### src/design/ifm_pkg.sv
// Constants, field layouts and types shared by the input function mapper
package ifm_pkg;
    localparam int IFM_NUM_INPUTS = 8;
    localparam int IFM_CODE_W = 8;
    localparam int IFM_NUM_FUNCS = 19;
    localparam int IFM_ADR_W = 8;
    localparam int IFM_RAMP_W = 16;

    // Function codes handled here
    localparam logic [7:0] IFM_CODE_FIRST = 8'h06;
    localparam logic [7:0] IFM_CODE_REVERSE = 8'h06;
    localparam logic [7:0] IFM_CODE_HALT = 8'h07;
    localparam logic [7:0] IFM_CODE_START = 8'h08;
    localparam logic [7:0] IFM_CODE_TRQ_LIM = 8'h09;
    localparam logic [7:0] IFM_CODE_VEL_LIM = 8'h10;
    localparam logic [7:0] IFM_CODE_IDX_B0 = 8'h11;
    localparam logic [7:0] IFM_CODE_IDX_B1 = 8'h12;
    localparam logic [7:0] IFM_CODE_IDX_B2 = 8'h13;
    localparam logic [7:0] IFM_CODE_VSEL_B0 = 8'h14;
    localparam logic [7:0] IFM_CODE_VSEL_B1 = 8'h15;
    localparam logic [7:0] IFM_CODE_TSEL_B0 = 8'h16;
    localparam logic [7:0] IFM_CODE_TSEL_B1 = 8'h17;
    localparam logic [7:0] IFM_CODE_VP_SWITCH = 8'h18;

    // Register byte offsets
    localparam logic [7:0] IFM_OFS_CODE_BASE = 8'h00;
    localparam logic [7:0] IFM_OFS_LIMIT_CFG = 8'h20;
    localparam logic [7:0] IFM_OFS_MODE_CFG = 8'h24;
    localparam logic [7:0] IFM_OFS_HALT_RAMP = 8'h28;
    localparam logic [7:0] IFM_OFS_STATUS = 8'h2C;
    localparam logic [7:0] IFM_OFS_FUNC_STATUS = 8'h30;

    // Field positions
    localparam int IFM_LIM_TRQ_BIT = 0;
    localparam int IFM_LIM_VEL_BIT = 1;
    localparam int IFM_MODE_BASE_LSB = 0;
    localparam int IFM_MODE_PS_SEL_BIT = 2;
    localparam int IFM_STAT_MODE_LSB = 8;
    localparam int IFM_STAT_HALT_BIT = 10;
    localparam int IFM_STAT_START_BIT = 11;

    // Reset values
    localparam logic [7:0] IFM_CODE_RST = 8'h00;
    localparam logic [1:0] IFM_LIMIT_RST = 2'h0;
    localparam logic [2:0] IFM_MODE_RST = 3'h0;
    localparam logic [15:0] IFM_HALT_RAMP_RST = 16'h0000;

    typedef enum logic [1:0] {
        IFM_MODE_VEL = 2'h0,
        IFM_MODE_TRQ = 2'h1,
        IFM_MODE_PT = 2'h2,
        IFM_MODE_PS = 2'h3
    } ifm_mode_e;

    typedef enum logic [1:0] {
        IFM_ST_RUN = 2'h1,
        IFM_ST_HALT = 2'h2
    } ifm_halt_e;
endpackage

### src/design/ifm_map_if.sv
// Carries function codes and decoded function levels between mapper modules
`timescale 1ns/1ps
interface ifm_map_if;
    logic [7:0] code [0:7];
    logic [7:0] level;
    logic [18:0] func;
    modport ctrl (output code, input level, input func);
    modport dec (input code, output level, output func);
endinterface

### src/design/ifm_decoder.sv
// Input synchroniser and function code decoder
`timescale 1ns/1ps
module ifm_decoder (
    input wire logic clock,
    input wire logic rst,
    input wire logic [ifm_pkg::IFM_NUM_INPUTS-1:0] din,
    ifm_map_if.dec map
);
    import ifm_pkg::*;

    logic [IFM_NUM_INPUTS-1:0] meta_reg;
    logic [IFM_NUM_INPUTS-1:0] sync_reg;
    logic [IFM_NUM_FUNCS-1:0] func_next;

    function automatic logic code_hit(input logic [7:0] code, input int idx);
        code_hit = (code == 8'(int'(IFM_CODE_FIRST) + idx));
    endfunction

    always_ff @(posedge clock or posedge rst) begin
        if (rst) begin
            meta_reg <= 8'h00;
            sync_reg <= 8'h00;
        end else begin
            meta_reg <= din;
            sync_reg <= meta_reg;
        end
    end

    always_comb begin
        func_next = '0;
        for (int f = 0; f < IFM_NUM_FUNCS; f++) begin
            for (int i = 0; i < IFM_NUM_INPUTS; i++) begin
                if (code_hit(map.code[i], f) && sync_reg[i]) begin
                    func_next[f] = 1'b1;
                end
            end
        end
    end

    assign map.level = sync_reg;
    assign map.func = func_next;
endmodule

### src/design/ifm_input_function_mapper.sv
// Top of the input function mapper: registers, mode resolution, function outputs
// Summary of operation
// - Code 06h reverses motor rotation, effective only in velocity and torque modes.
// - Code 07h going active halts movement using the halt ramp setting.
// - Movement resumes as soon as the halt function returns inactive.
// - Code 08h starts the selected data set, only in position sequence mode.
// - Torque limits are enabled by code 09h OR the limit enable setting.
// - Velocity limits are enabled by code 10h OR the limit enable setting.
// - Codes 11h, 12h, 13h give bits 0, 1, 2 of the five-bit data set index.
// - Codes 14h, 15h give the two-bit velocity reference selector used in velocity mode.
// - Codes 16h, 17h give the two-bit torque reference selector used in torque mode.
// - Code 18h selects velocity mode when low, pulse train or position sequence when high.
// - Each of the eight inputs has its own function code setting.
`timescale 1ns/1ps
module ifm_input_function_mapper (
    input wire logic clock,
    input wire logic rst,
    input wire logic wb_cyc_i,
    input wire logic wb_stb_i,
    input wire logic wb_we_i,
    input wire logic [ifm_pkg::IFM_ADR_W-1:0] wb_adr_i,
    input wire logic [3:0] wb_sel_i,
    input wire logic [31:0] wb_dat_i,
    output logic [31:0] wb_dat_o,
    output logic wb_ack_o,
    input wire logic [ifm_pkg::IFM_NUM_INPUTS-1:0] digital_input,
    output logic reverse_rotation,
    output logic halt_request,
    output logic resume_pulse,
    output logic [ifm_pkg::IFM_RAMP_W-1:0] halt_ramp,
    output logic dataset_start,
    output logic dataset_start_pulse,
    output logic torque_limit_enable,
    output logic velocity_limit_enable,
    output logic [4:0] dataset_index,
    output logic [1:0] velocity_ref_sel,
    output logic [1:0] torque_ref_sel,
    output logic [1:0] operating_mode
);
    import ifm_pkg::*;

    ifm_map_if map ();

    // Configuration registers
    logic [7:0] code_reg [0:7];
    logic [1:0] limit_cfg_reg;
    logic [2:0] mode_cfg_reg;
    logic [15:0] halt_ramp_reg;

    // Bus state
    logic ack_reg;
    logic [31:0] rdata_reg;

    // Function state
    ifm_halt_e halt_reg;
    ifm_halt_e halt_next;
    logic resume_reg;
    logic start_prev_reg;
    logic start_pulse_reg;
    logic reverse_reg;
    logic start_reg;
    logic trq_lim_reg;
    logic vel_lim_reg;
    logic [4:0] index_reg;
    logic [1:0] vsel_reg;
    logic [1:0] tsel_reg;
    logic [1:0] mode_reg;

    // Byte-lane merge for partial writes
    function automatic logic [31:0] lane_merge(input logic [31:0] old_val, input logic [31:0] new_val,
                                               input logic [3:0] sel);
        logic [31:0] r;
        r = old_val;
        for (int b = 0; b < 4; b++) begin
            if (sel[b]) begin
                r[8*b +: 8] = new_val[8*b +: 8];
            end
        end
        lane_merge = r;
    endfunction

    // Function level by code
    function automatic logic fn(input logic [18:0] v, input logic [7:0] code);
        fn = v[5'(code - IFM_CODE_FIRST)];
    endfunction

    // Any input carries the given code
    function automatic logic code_used(input logic [7:0] c0, input logic [7:0] c1, input logic [7:0] c2,
                                       input logic [7:0] c3, input logic [7:0] c4, input logic [7:0] c5,
                                       input logic [7:0] c6, input logic [7:0] c7, input logic [7:0] code);
        code_used = (c0 == code) || (c1 == code) || (c2 == code) || (c3 == code) ||
                    (c4 == code) || (c5 == code) || (c6 == code) || (c7 == code);
    endfunction

    // Bus decode
    wire bus_req = wb_cyc_i && wb_stb_i;
    wire bus_wr = bus_req && wb_we_i && ack_reg;
    wire [7:0] word_adr = {wb_adr_i[7:2], 2'b00};
    wire code_sel = (word_adr < IFM_OFS_LIMIT_CFG);
    wire [2:0] code_idx = wb_adr_i[4:2];
    wire limit_sel = (word_adr == IFM_OFS_LIMIT_CFG);
    wire mode_sel = (word_adr == IFM_OFS_MODE_CFG);
    wire ramp_sel = (word_adr == IFM_OFS_HALT_RAMP);
    wire status_sel = (word_adr == IFM_OFS_STATUS);
    wire fstat_sel = (word_adr == IFM_OFS_FUNC_STATUS);

    // Merged write values
    wire [31:0] code_wval = lane_merge({24'h000000, code_reg[code_idx]}, wb_dat_i, wb_sel_i);
    wire [31:0] limit_wval = lane_merge({30'h0, limit_cfg_reg}, wb_dat_i, wb_sel_i);
    wire [31:0] mode_wval = lane_merge({29'h0, mode_cfg_reg}, wb_dat_i, wb_sel_i);
    wire [31:0] ramp_wval = lane_merge({16'h0000, halt_ramp_reg}, wb_dat_i, wb_sel_i);

    // Decoded function levels
    wire [18:0] f = map.func;
    wire f_reverse = fn(f, IFM_CODE_REVERSE);
    wire f_halt = fn(f, IFM_CODE_HALT);
    wire f_start = fn(f, IFM_CODE_START);
    wire f_trq_lim = fn(f, IFM_CODE_TRQ_LIM);
    wire f_vel_lim = fn(f, IFM_CODE_VEL_LIM);
    wire f_switch = fn(f, IFM_CODE_VP_SWITCH);

    // switch only overrides the base mode once a code 18h input exists
    wire switch_assigned = code_used(code_reg[0], code_reg[1], code_reg[2], code_reg[3],
                                     code_reg[4], code_reg[5], code_reg[6], code_reg[7],
                                     IFM_CODE_VP_SWITCH);
    wire [1:0] position_mode = mode_cfg_reg[IFM_MODE_PS_SEL_BIT] ? IFM_MODE_PS : IFM_MODE_PT;
    wire [1:0] switched_mode = f_switch ? position_mode : IFM_MODE_VEL;
    wire [1:0] base_mode = mode_cfg_reg[IFM_MODE_BASE_LSB +: 2];
    wire [1:0] mode_next = switch_assigned ? switched_mode : base_mode;

    wire in_vel = (mode_next == IFM_MODE_VEL);
    wire in_trq = (mode_next == IFM_MODE_TRQ);
    wire in_ps = (mode_next == IFM_MODE_PS);

    // reversal only in velocity or torque mode
    wire reverse_next = f_reverse && (in_vel || in_trq);
    // start only in position sequence mode
    wire start_next = f_start && in_ps;
    // torque limit from input or setting
    wire trq_lim_next = f_trq_lim || limit_cfg_reg[IFM_LIM_TRQ_BIT];
    // velocity limit from input or setting
    wire vel_lim_next = f_vel_lim || limit_cfg_reg[IFM_LIM_VEL_BIT];
    // upper two index bits are tied to zero; codes 11h to 13h give the low three
    wire [4:0] index_next = {2'b00, fn(f, IFM_CODE_IDX_B2), fn(f, IFM_CODE_IDX_B1), fn(f, IFM_CODE_IDX_B0)};
    wire [1:0] vsel_next = {fn(f, IFM_CODE_VSEL_B1), fn(f, IFM_CODE_VSEL_B0)};
    wire [1:0] tsel_next = {fn(f, IFM_CODE_TSEL_B1), fn(f, IFM_CODE_TSEL_B0)};

    // Read data selection
    wire [31:0] status_word = {20'h00000, start_reg, (halt_reg == IFM_ST_HALT), mode_reg, map.level};
    wire [31:0] rdata_next = code_sel ? {24'h000000, code_reg[code_idx]} :
                             limit_sel ? {30'h0, limit_cfg_reg} :
                             mode_sel ? {29'h0, mode_cfg_reg} :
                             ramp_sel ? {16'h0000, halt_ramp_reg} :
                             status_sel ? status_word :
                             fstat_sel ? {13'h0, f} :
                             32'h00000000;

    ifm_decoder u_decoder (
        .clock(clock),
        .rst(rst),
        .din(digital_input),
        .map(map)
    );

    assign map.code = code_reg;

    // One wait state; a write lands on the acknowledging edge
    always_ff @(posedge clock or posedge rst) begin
        if (rst) begin
            ack_reg <= 1'b0;
            rdata_reg <= 32'h00000000;
        end else begin
            ack_reg <= bus_req && !ack_reg;
            rdata_reg <= rdata_next;
        end
    end

    always_ff @(posedge clock or posedge rst) begin
        if (rst) begin
            for (int i = 0; i < IFM_NUM_INPUTS; i++) begin
                code_reg[i] <= IFM_CODE_RST;
            end
        end else if (bus_wr && code_sel) begin
            code_reg[code_idx] <= code_wval[7:0];
        end
    end

    always_ff @(posedge clock or posedge rst) begin
        if (rst) begin
            limit_cfg_reg <= IFM_LIMIT_RST;
        end else if (bus_wr && limit_sel) begin
            limit_cfg_reg <= limit_wval[1:0];
        end
    end

    always_ff @(posedge clock or posedge rst) begin
        if (rst) begin
            mode_cfg_reg <= IFM_MODE_RST;
        end else if (bus_wr && mode_sel) begin
            mode_cfg_reg <= mode_wval[2:0];
        end
    end

    always_ff @(posedge clock or posedge rst) begin
        if (rst) begin
            halt_ramp_reg <= IFM_HALT_RAMP_RST;
        end else if (bus_wr && ramp_sel) begin
            halt_ramp_reg <= ramp_wval[15:0];
        end
    end

    // halt on active input; resume on release
    always_comb begin
        case (halt_reg)
            IFM_ST_RUN: begin
                halt_next = f_halt ? IFM_ST_HALT : IFM_ST_RUN;
            end
            IFM_ST_HALT: begin
                halt_next = f_halt ? IFM_ST_HALT : IFM_ST_RUN;
            end
            default: begin
                halt_next = IFM_ST_RUN;
            end
        endcase
    end

    always_ff @(posedge clock or posedge rst) begin
        if (rst) begin
            halt_reg <= IFM_ST_RUN;
            resume_reg <= 1'b0;
        end else begin
            halt_reg <= halt_next;
            resume_reg <= (halt_reg == IFM_ST_HALT) && (halt_next == IFM_ST_RUN);
        end
    end

    // edge pulse so a held input starts one data set only
    always_ff @(posedge clock or posedge rst) begin
        if (rst) begin
            start_prev_reg <= 1'b0;
            start_pulse_reg <= 1'b0;
        end else begin
            start_prev_reg <= start_next;
            start_pulse_reg <= start_next && !start_prev_reg;
        end
    end

    always_ff @(posedge clock or posedge rst) begin
        if (rst) begin
            reverse_reg <= 1'b0;
        end else begin
            reverse_reg <= reverse_next;
        end
    end

    always_ff @(posedge clock or posedge rst) begin
        if (rst) begin
            start_reg <= 1'b0;
        end else begin
            start_reg <= start_next;
        end
    end

    always_ff @(posedge clock or posedge rst) begin
        if (rst) begin
            trq_lim_reg <= 1'b0;
        end else begin
            trq_lim_reg <= trq_lim_next;
        end
    end

    always_ff @(posedge clock or posedge rst) begin
        if (rst) begin
            vel_lim_reg <= 1'b0;
        end else begin
            vel_lim_reg <= vel_lim_next;
        end
    end

    always_ff @(posedge clock or posedge rst) begin
        if (rst) begin
            index_reg <= 5'h00;
        end else begin
            index_reg <= index_next;
        end
    end

    always_ff @(posedge clock or posedge rst) begin
        if (rst) begin
            vsel_reg <= 2'h0;
        end else begin
            vsel_reg <= vsel_next;
        end
    end

    always_ff @(posedge clock or posedge rst) begin
        if (rst) begin
            tsel_reg <= 2'h0;
        end else begin
            tsel_reg <= tsel_next;
        end
    end

    always_ff @(posedge clock or posedge rst) begin
        if (rst) begin
            mode_reg <= IFM_MODE_VEL;
        end else begin
            mode_reg <= mode_next;
        end
    end

    assign wb_ack_o = ack_reg;
    assign wb_dat_o = rdata_reg;
    assign reverse_rotation = reverse_reg;
    assign halt_request = (halt_reg == IFM_ST_HALT);
    assign halt_ramp = halt_ramp_reg;
    assign resume_pulse = resume_reg;
    assign dataset_start = start_reg;
    assign dataset_start_pulse = start_pulse_reg;
    assign torque_limit_enable = trq_lim_reg;
    assign velocity_limit_enable = vel_lim_reg;
    assign dataset_index = index_reg;
    assign velocity_ref_sel = vsel_reg;
    assign torque_ref_sel = tsel_reg;
    assign operating_mode = mode_reg;
endmodule

### config.mk
export PLATFORM = sky130hd
export DESIGN_NAME = ifm_input_function_mapper
export DESIGN_NICKNAME = d
export VERILOG_FILES = /design/src/design/ifm_pkg.sv /design/src/design/ifm_map_if.sv /design/src/design/ifm_decoder.sv /design/src/design/ifm_input_function_mapper.sv
export SDC_FILE = /design/constraint.sdc
export NUM_CORES = 1
export LEC_CHECK = 0
export BUFFER_PORTS_ARGS = -buffer_cell sky130_fd_sc_hd__clkbuf_2
export CAP_MARGIN = 10
export CORE_UTILIZATION = 55
export DETAILED_ROUTE_END_ITERATION = 8
export PLACE_DENSITY = 0.78
export SYNTH_ARGS = -nofsm -noshare
export SYNTH_HDL_FRONTEND = slang
export SYNTH_SLANG_ARGS = --single-unit
### constraint.sdc
create_clock -name clock -period 6.2 [get_ports clock]
set_input_delay 0.62 -clock clock [delete_from_list [all_inputs] [get_ports clock]]
set_output_delay 0.62 -clock clock [all_outputs]
set_load 0.05 [all_outputs]
# --- Yosys cells after proc, flatten, opt, wreduce, memory -nomap -nowiden ---
# Index checks and enable logic that the tools add are counted.
totals:
  register_bits: 138
  latch_bits: 0
  ramBits: 0
  mem_bits_ro: 0
  input_bits: 57
  output_inout_bits: 67
  memories: 0
classes:
  add_sub_neg: 0
  mul: 0
  n_div: 0
  magnitude_cmp: 3
  n_eq_ne: 162
  shift: 0
  n_mux: 170
  bitwise_logic: 1
  n_reduce_logical: 183
ops:
  columns: ["cell", "n"]
  rows:
  - ["$eq 8x5->1 const B", 72]
  - ["$eq 8x4->1 const B", 64]
  - ["$logic_and 1x1->1", 165]
  - ["$mux 1", 153]
  - ["$eq 8x3->1 const B", 16]
  - ["$mux 19", 6]
  - ["$bwmux 64", 1]
  - ["$mux 8", 4]
  - ["$eq 6x4->1 const B", 5]
  - ["$bmux 8 s3", 1]
  - ["$demux 8 s3", 1]
  - ["$logic_or 1x1->1", 10]
  - ["$lt 8x6->1 const B", 1]
  - ["$mux 2", 4]
  - ["$reduce_and 2->1", 4]
  - ["$eq 2x1->1 const B", 3]
  - ["$eq 2x2->1 const B", 2]
  - ["$ge 4x4->1 const B", 1]
  - ["$lt 4x1->1 const B", 1]
  - ["$not 3->4", 1]
  - ["$logic_not 1->1", 2]
  - ["$logic_not 2->1", 1]
  - ["$reduce_or 2->1", 1]

# --- Logic depth before layout (Yosys ltp) ---
# Gate-level depths: netlist of run 1.
logic_depth:
  depth_word: 16
  mapped_depth: 9
  depth_no_buf: 6

# --- By module ---
# Synthesis of run 1 repeated with hierarchy kept, for this count alone.
hier_totals:
  cells_unflattened: 788
  hier_area_um2: 7843.8
modules_own_cells:
  columns: ["module", "n_inst", "cells_each", "area_each_um2", "seq_area_each_um2"]
  rows:
  - ["ifm_input_function_mapper", 1, 480, 5685.5, 3054.2]
  - ["ifm_decoder", 1, 308, 2158.3, 400.4]

# --- Worst setup path before layout of run 1 ---
# OpenSTA, ideal clock, no wires.
synth_path:
  path_kind: "input port to flip-flop"
  startpoint: "input wb_adr_i[2] in the netlist's numbering"
  endpoint: "register code_reg[32] in the netlist's numbering"
  t_arrival_ns: 2.530
  slack_ns: 3.545
  cell_stages: 6
  path_buffers: 2
  path_cell_list: "buf_2 > buf_2 > mux4_2 > mux2_2 > mux2_2 > mux2_2"
synth_via:
  elab_chain_len: 6
synth_lines:
  columns: ["item", "line_no", "text"]
  rows:
  - ["start: declaration", "ifm_input_function_mapper.sv:21", "input wire logic [ifm_pkg::IFM_ADR_W-1:0] wb_adr_i,"]
  - ["$not 3->4 (implied by the code)", "ifm_input_function_mapper.sv:108, ifm_input_function_mapper.sv:184", null]
  - ["$ge 4x4->1 (implied by the code) (tied with other cells)", "ifm_input_function_mapper.sv:184", "code_reg[code_idx] <= code_wval[7:0];"]
  - ["$logic_and 1x1->1 (implied by the code) or $mux 8 (tied branches)", "ifm_input_function_mapper.sv:184, ifm_input_function_mapper.sv:108", null]
  - ["$mux 8, on equally long branches", "ifm_input_function_mapper.sv:184, ifm_input_function_mapper.sv:108", null]
  - ["$demux 8 s3 or $mux 8 (tied branches)", "ifm_input_function_mapper.sv:184, ifm_input_function_mapper.sv:75", null]
  - ["$bwmux 64", "ifm_input_function_mapper.sv:184", null]
  - ["end signal: indexed assignment", "ifm_input_function_mapper.sv:184", null]
  - ["end: declaration", "ifm_input_function_mapper.sv:45", "logic [7:0] code_reg [0:7];"]
# Several ways; a longest one is shown, not always the timed one. The select of a mux whose other input is x is not followed.
# A chain may end at the register's enable or synchronous reset.

# --- Worst setup path after layout of run 1 ---
layout_path:
  startpoint: "input wb_adr_i[2] in the netlist's numbering"
  endpoint: "register code_reg[53] in the netlist's numbering"
# Same word-level chain as after synthesis.

==> flow_summary.toml, run 1 <==
[yosys]
synth-edff-count = 0
yosysMostFrequentCell = "dfrtp_1"
async_flop_share_pct = 100
synthCells = 679
synth_top_area_cell = "dfrtp_1"
syn_avg_cell_area_um2 = 11.0
yosysUniqueCellTypes = 63
synth_flop_cell = "dfrtp_1"
syn-cell-area_um2 = 7470
synth-seq-cells = 138
synth_warnings = 0
synthTopCellsByArea = "dfrtp_1 46%, mux2_2 14%, mux4_2 4.8%, o22ai_1 2.9%, nand2_1 2.6%"
synthTopCellsByCount = "137 x dfrtp_1, 91 x mux2_2, 51 x nand2_1, 40 x nor2_1, 35 x o22ai_1"
ys_seq_area_share_pct = 46.3
synth_top_area_share_pct = 45.9

[cts]
path_clk_slew_ns = 0.06
clock_latency_ns = 0.43
cts_hold_buf = 0
cts-root-buf = "clkbuf_16"
htree_levels = 4
cts-buffers-inserted = 17
postCtsSetupRepairBufs = 0
cts_tree = "yes"
cts.sinks = 138
ctsResizeCount = 0
cts_buffer_depth = 2

[drt]
final_antenna_net_count = 0
wire_per_inst_um = 26.3
dr.first_iter.drc_count = 883
drt_pass1_iterations = 7
vias_per_cell = 6.88
vias = 6515
wirelength_um = 24900
drc = 0

[timing]
hold_violations = 0
period_minus_slack_ns = 2.88
post-route-period-util_pct = 46.5
rsz0062_at_grt = "no"
fmax_ghz = 0.347
skew_ns = 0.0148
setup_viol = 0
slew_violations = 0
slew_headroom_pct = 32.7
setup_tns_ns = 0
worst_pin_slew_ns = 0.996

[run_status]
outcome = "complete, no violations"

[floorplanning]
dieArea_um2 = 14000
io_pins = 124
core_um2 = 13200
num_rows = 42
die_w_um = 119
start_util_pct = 56.4
die_height_um = 119

[power_and_ir_drop]
power_switching_w = 0.000552
p_leak_nw = 3.97
share_comb_of_total_power_pct = 6.0
power_frac_clock_pct = 48.3
peakVddDrop_uv = 294
seqPwrFrac_pct = 45.7
p_per_area_nw_per_um2 = 238
swShare_pct = 27.2
power.total_w = 0.00203
intPower_w = 0.00147

[worst_setup_path]
cp-start-kind = "input pin"
r2r_slack_ns = 3.55
crit_arrival_ns = 3.19
r2r-end = "wb_dat_o[7]$_DFF_PP0_"
rr_worst_depth = 6
cp_max_fo = 29
crit_start = "wb_adr_i[2]"
end_kind = "flop"
rr_startpoint = "code_reg[63]$_DFFE_PP0P_"
critPathRequiredTime_ns = 6.51
criticalPathCategory = "input pin to flop"

[run]
maxCapViolations = 0

[global_route]
grt_pass1_vias = 6282
grt_pass1_wl_um = 37800
antenna_found_initial = 0
track_usage_pct = 36.9
grt-ovfl-total = 0
grt_max_degree = 76

[finish]
nets = 816
drive_gt1_share_pct = 31.9
largest_register_ffs = 64
final_core_util_pct = 64.4
area_growth_pct = 14.3
antennaDiodeCount = 0

[min_path]
hp-class = "input pin to asynchronous set/reset pin"

[place]
gp_congestion = 1.01
portBuffers = 88
dp_hpwl_um = 18700
## final cells by class
class | count | area [µm²]
clock buffers | 17 | 425
clock inverters | 15 | 144
fillers | 1036 | 4710
inverters | 7 | 31.3
multi-input cells | 504 | 3800
flip-flops and latches | 138 | 3450
well taps | 176 | 220
repair buffers | 90 | 455
## logic make-up after synthesis
| logic type | count (synthesis) | synth area share, % |
|---|---|---|
| simple gates | 263 | 20.0 |
| flops | 138 | 46.3 |
| mux | 114 | 19.5 |
| compound gates | 111 | 10.5 |
| buf+inv | 51 | 3.52 |
| fa+ha+maj | 1 | 0.168 |
| other cells | 1 | 0.0502 |
## worst max-delay path: stages
cell	delay [ns]
clkbuf_2	0.71
mux4_2	0.65
mux2i_1	0.42
mux2i_1	0.38
mux2_2	0.37
## how the worst max path moves through the flow
| stage | slack [ns] | depth (start not counted) | to |
|---|---|---|---|
| finish | 3.32 | 5 | code_reg[53]$_DFFE_PP0P_ |
| global route | 3.20 | 5 | code_reg[53]$_DFFE_PP0P_ |
| CTS | 3.39 | 5 | code_reg[44]$_DFFE_PP0P_ |
| detailed placement | 2.95 | 5 | code_reg[44]$_DFFE_PP0P_ |
| global placement | 3.05 | 5 | code_reg[52]$_DFFE_PP0P_ |
| floorplan | 1.89 | 1 | code_reg[0]$_DFFE_PP0P_ |
## per-layer routing
layer / track usage [%] / routed length, µm / part of all wire (%)
met2: 57.8 / 11500 / 46
met5: 0 / 0 / 0
met4: 18.7 / 1450 / 5.8
met3: 7.29 / 2090 / 8.4
met1: 49.2 / 9800 / 39
## stage by stage
stage | worst slack [ns] | std cells | hold slack (ns) | cell area [µm²]
3_3_place_gp | 3.05 | 915 | 0.334 | 7960
4_1_cts | 3.39 | 947 | 0.266 | 8530
5_1_grt | 3.20 | 947 | 0.291 | 8530
3_5_place_dp | 2.95 | 915 | 0.336 | 7960
6_report | 3.32 | 947 | 0.243 | 8530
2_1_floorplan | 1.89 | 693 | 0.331 | 7520
## cell usage in the layout (no fill, tap or decap), drive strengths merged, types with 5 or more instances in the layout
cell type / n
o221ai: 5
a21oi: 8
nor3: 21
a32oi: 5
nor2b: 14
mux2i: 6
or3b: 5
o21ai: 15
nor4b: 7
nor3b: 8
conb: 15
nor4: 9
dfrtp: 137
nand3b: 15
nand2b: 9
nand2: 51
mux4: 16
a22o: 6
mux2: 92
nand4: 13
a22oi: 6
inv: 17
or3: 5
o22ai: 35
nand3: 31
nor2: 41
and2: 7
clkbuf: 105
and3: 11
## power groups by stage
stage               Clock (W)  Combinational, W  Sequential, W
CTS                  0.000986          0.000121       0.000926
detailed placement          0          0.000120       0.000942
global route          0.00102          0.000130       0.000927
floorplan                   0         0.0000877       0.000941
finish               0.000979          0.000122       0.000927
global placement            0          0.000117       0.000942
Power figures use the tool's default switching activity.
==> inputs of run 2 (changes only) <==
Clock period 6.2 ns to 2.7 ns, I/O delays scaled along.
==> flow_summary.toml, run 2 (synthesis results as in run 1) <==
[run_status]
outcome = "complete, but fails checks"
violations = "hold timing"

[run]
maxCapViolations = 0

[cts]
cts.sinks = 138
cts-buffers-inserted = 17
htree_levels = 4
postCtsSetupRepairBufs = 0
cts_buffer_depth = 2
cts_tree = "yes"
clock_latency_ns = 0.43
ctsResizeCount = 0
path_clk_slew_ns = 0.06
cts-root-buf = "clkbuf_16"

[power_and_ir_drop]
p_leak_nw = 4.14
peakVddDrop_uv = 399
p_per_area_nw_per_um2 = 537

[floorplanning]
io_pins = 124
start_util_pct = 56.4
die_w_um = 119
core_um2 = 13200
num_rows = 42
dieArea_um2 = 14000
die_height_um = 119

[finish]
antennaDiodeCount = 0
final_core_util_pct = 67.0
final_area_um2 = 8880
nets = 852
final_common_cell = "dfrtp_1"
area_growth_pct = 18.9
largest_register_ffs = 64
layout_common_cells = "137 x dfrtp_1, 91 x mux2_2, 88 x clkbuf_2, 51 x nand2_1, 40 x nor2_1"
drive_gt1_share_pct = 33.7

[worst_setup_path]
critPathRequiredTime_ns = 3.03
cp-start-kind = "flop"
end_kind = "flop"
cp_max_fo = 4
crit_arrival_ns = 2.93
criticalPathCategory = "flop to flop"

[global_route]
track_usage_pct = 37.8
grt_pass1_vias = 6579
grt-ovfl-total = 0
antenna_found_initial = 0
grt_pass1_wl_um = 38800
grt_max_degree = 139

[timing]
hold_ws_ns = -0.00888
setup_viol = 0
setup_tns_ns = 0
slew_violations = 0
post-route-period-util_pct = 96.3
skew_ns = 0.0110
fmax_ghz = 0.384
worst_pin_slew_ns = 0.906
period_minus_slack_ns = 2.60
slew_headroom_pct = 37.8
rsz0062_at_grt = "no"
hold_violations = 4

[drt]
wirelength_um = 25100
drt_pass1_iterations = 9
vias_per_cell = 6.74
dr.first_iter.drc_count = 716
final_antenna_net_count = 0
wire_per_inst_um = 25.5
drc = 0
vias = 6626

[place]
portBuffers = 88
gp_congestion = 0.992
dpl-instance-area_um2 = 8210
dp_hpwl_um = 18700

[min_path]
hp-class = "input pin to asynchronous set/reset pin"
[run 2: cell types whose count changed in the layout (fill, tap and decap cells not counted)]
cell           previous run  this run
clkbuf_8                  0         1
clkbuf_1                  0         2
dlygate4sd3_1             0         8
bufinv_16                 0         2
buf_4                     2        27
clkinv_4                  2         5
buf_12                    0         3
inv_8                     4         0
clkinv_8                  1         0
clkinvlp_4                1         3
inv_6                     7         2
[run 2: final timing paths]
path / depth (start not counted) / to / slack [ns] / startpoint
worst min register to register: 0 / u_decoder.map.level[1]$_DFF_PP0_ / 0.35 / u_decoder.meta_reg[1]$_DFF_PP0_
worst max register to register: 7 / wb_dat_o[6]$_DFF_PP0_ / 0.1 / code_reg[63]$_DFFE_PP0P_
max in group asynchronous: 3 / u_decoder.meta_reg[5]$_DFF_PP0_ / 2.10 / rst
worst max-delay path: 7 / wb_dat_o[6]$_DFF_PP0_ / 0.1 / code_reg[63]$_DFFE_PP0P_
worst min-delay path: 3 / wb_dat_o[16]$_DFF_PP0_ / -0.009 / rst
min in group clock: 2 / halt_ramp[10]$_DFFE_PP0P_ / 0.08 / wb_dat_i[10]
[run 2: cell type report]
class | instances | area (µm²)
Clock buffer | 20 | 447
Multi-Input combinational cell | 504 | 3800
Fill cell | 1026 | 4370
Clock inverter | 12 | 141
Timing Repair Buffer | 126 | 783
Sequential cell | 138 | 3450
Tap cell | 176 | 220
Inverter | 7 | 30.0
[run 2: timing repair]
item / 4_1_cts / 5_1_grt
setup endpoints to repair: 0 / 0
hold endpoints to repair: 8 / 0
hold buffers: 8 / 0
[run 2: power breakdown]
part / switching (W) / leakage [nW] / total, W / internal (W)
Clock: 0.000938 / 0.281 / 0.00233 / 0.00139
Sequential: 0.0000346 / 1.89 / 0.00213 / 0.00209
Combinational: 0.000215 / 1.98 / 0.000309 / 0.0000931
[run 2: stage by stage]
step,total power (W),instances,setup slack [ns]
2_1_floorplan,0.00236,693,0.395
3_3_place_gp,0.00245,943,0.258
3_5_place_dp,0.00246,943,0.182
4_1_cts,0.00477,983,0.182
5_1_grt,0.00488,983,0.0433
6_report,0.00477,983,0.0986
[run 2: metal layers]
metal | vias to the layer above | GRT usage [%] | wire (µm) | share of wire, %
li1 | 2808 | - | - | -
met1 | 3260 | 50.1 | 9740 | 39
met2 | 444 | 59.0 | 11600 | 46
met3 | 114 | 6.81 | 2210 | 8.8
met4 | 0 | 21.2 | 1520 | 6.1
met5 | - | 0 | 0 | 0
[run 2: worst max-delay path, cell delays in order, from the launching register on]
cell,delay (ns)
dfrtp_1,0.41
or4b_2,0.75
nor3b_1,0.51
nand2_1,0.15
o2111ai_1,0.20
nor4_1,0.10
buf_4,0.16
o21ai_0,0.21
==> inputs of run 3 (changes only) <==
Settings changed: CORE_UTILIZATION 55 to 51, PLACE_DENSITY 0.78 to 0.76.
Clock period 2.7 ns to 2.24 ns, I/O delays scaled along.
==> flow_summary.toml, run 3 (synthesis results as in run 1) <==
[place]
portBuffers = 88
place_inst = 1024
dp_hpwl_um = 21100
gp_congestion = 1.00
dpl-instance-area_um2 = 8820

[floorplanning]
core_um2 = 14100
dieArea_um2 = 15100
start_util_pct = 53.0
io_pins = 124
num_rows = 43
die_height_um = 123
die_w_um = 123

[finish]
antennaDiodeCount = 0
final_area_um2 = 9580
largest_register_ffs = 64
fillers = 1085
final_common_cell = "dfrtp_1"
nets = 930
ff_latch_area_um2 = 3450
finalNonFillerCells = 1065
area_growth_pct = 28.3
layout_common_cells = "137 x dfrtp_1, 102 x buf_4, 91 x mux2_2, 88 x clkbuf_2, 51 x nand2_1"
multiInputGateArea_um2 = 3900
drive_gt1_share_pct = 41.0

[global_route]
grt-ovfl-total = 0
track_usage_pct = 37.2
antenna_found_initial = 0
grt_pass1_wl_um = 39700
grt_max_degree = 86
grt_pass1_vias = 6795

[worst_setup_path]
critPathBufInv = 0
rr_worst_depth = 5
crit_cells = 5
r2r_slack_ns = 0.03
crit_slowest_cell = "or4b_2"
slowest_delay_ns = 0.73
cp_max_fo = 5
critPathRequiredTime_ns = 2.58
crit_end = "wb_dat_o[5]$_DFF_PP0_"
rr_startpoint = "code_reg[46]$_DFFE_PP0P_"
path_delay_family = "simple AND/OR/NAND/NOR gates"
path_cells = "or4b_2, or3_1, o221ai_1, nor3_1, o22ai_1"
r2r-end = "wb_dat_o[5]$_DFF_PP0_"
crit_start = "code_reg[46]$_DFFE_PP0P_"
crit_arrival_ns = 2.55
criticalPathCategory = "flop to flop"
cp-start-kind = "flop"
end_kind = "flop"

[timing]
post-route-period-util_pct = 98.5
slew_violations = 0
slew_headroom_pct = 49.6
rsz0062_at_grt = "yes"
period_minus_slack_ns = 2.21
hold_ws_ns = 0.0217
worst_pin_slew_ns = 0.735
hold_violations = 0
setup_viol = 0
skew_ns = 0.0147
fmax_ghz = 0.453
setup_tns_ns = 0

[run]
maxCapViolations = 0

[power_and_ir_drop]
power.total_w = 0.00571
p_leak_nw = 4.57
p_per_area_nw_per_um2 = 596
peakVddDrop_uv = 572

[cts]
cts_tree = "yes"
clock_latency_ns = 0.44
cts_buffer_depth = 2
htree_levels = 4
cts-buffers-inserted = 17
cts-root-buf = "clkbuf_16"
path_clk_slew_ns = 0.06
cts.sinks = 138

[drt]
vias = 6878
dr.first_iter.drc_count = 717
drt_pass1_iterations = 6
vias_per_cell = 6.46
drc = 0
wire_per_inst_um = 25.6
wirelength_um = 27200
final_antenna_net_count = 0

[min_path]
hp-class = "input pin to flop"

[run_status]
outcome = "complete, no violations"
[run 3: cell count changes in the layout (fill, tap and decap cells not counted), sizes merged]
cell / change
inv: +4
bufinv: -1
clkbuf: -2
dlygate4sd3: +1
clkinv: -1
buf: +77
[run 3: routing by layer]
metal  wire [µm]  up-vias  part of all wire (%)  GRT usage (%)
li1            -     2958                     -              -
met3        2390      100                   8.8           8.03
met5           0        -                     0              0
met4        1540        0                   5.7           21.0
met2       12600      428                    46           58.7
met1       10700     3392                    39           47.6
[run 3: power breakdown]
part           internal, W  switching [W]
Sequential         0.00252      0.0000322
Combinational     0.000136       0.000279
Clock              0.00157        0.00116
Total              0.00423        0.00147
[run 3: cell type report]
| type | instances | area share (%) |
|---|---|---|
| flip-flops and latches | 138 | 36.1 |
| well taps | 180 | 2.35 |
| clock buffers | 18 | 4.59 |
| repair buffers | 204 | 14.6 |
| multi-input cells | 504 | 40.7 |
| inverters | 7 | 0.314 |
| clock inverters | 14 | 1.38 |
[run 3: what timing repair did]
item,in CTS,in global routing
hold buffers,9,0
setup endpoints to repair,23,14
resized for setup,8,12
pin swaps,0,2
endpoints found under the hold margin,93,0
buffers inserted,0,0
[run 3: worst register-to-register path: stages (launching register included)]
cell	delay, ns
dfrtp_1	0.46
or4b_2	0.73
or3_1	0.40
o221ai_1	0.21
nor3_1	0.10
o22ai_1	0.22
[run 3: through the flow]
stage	setup WS [ns]	util, %
after global routing	-0.0123	67.9
final	0.0345	67.9
after floorplan	0.0404	-
after global placement	-0.214	62.6
after detailed placement	-0.206	62.6
after CTS	0.00278	67.5
[run 3: worst min-delay path by stage]
stage	start	to	slack, ns	cells after the start
finish	wb_dat_i[14]	halt_ramp[14]$_DFFE_PP0P_	0.02	2
global route	wb_dat_i[14]	halt_ramp[14]$_DFFE_PP0P_	0.02	2
CTS	wb_dat_i[14]	halt_ramp[14]$_DFFE_PP0P_	0.01	2
detailed placement	digital_input[2]	u_decoder.meta_reg[2]$_DFF_PP0_	0.33	1
global placement	digital_input[6]	u_decoder.meta_reg[6]$_DFF_PP0_	0.33	1
floorplan	digital_input[0]	u_decoder.meta_reg[0]$_DFF_PP0_	0.26	0
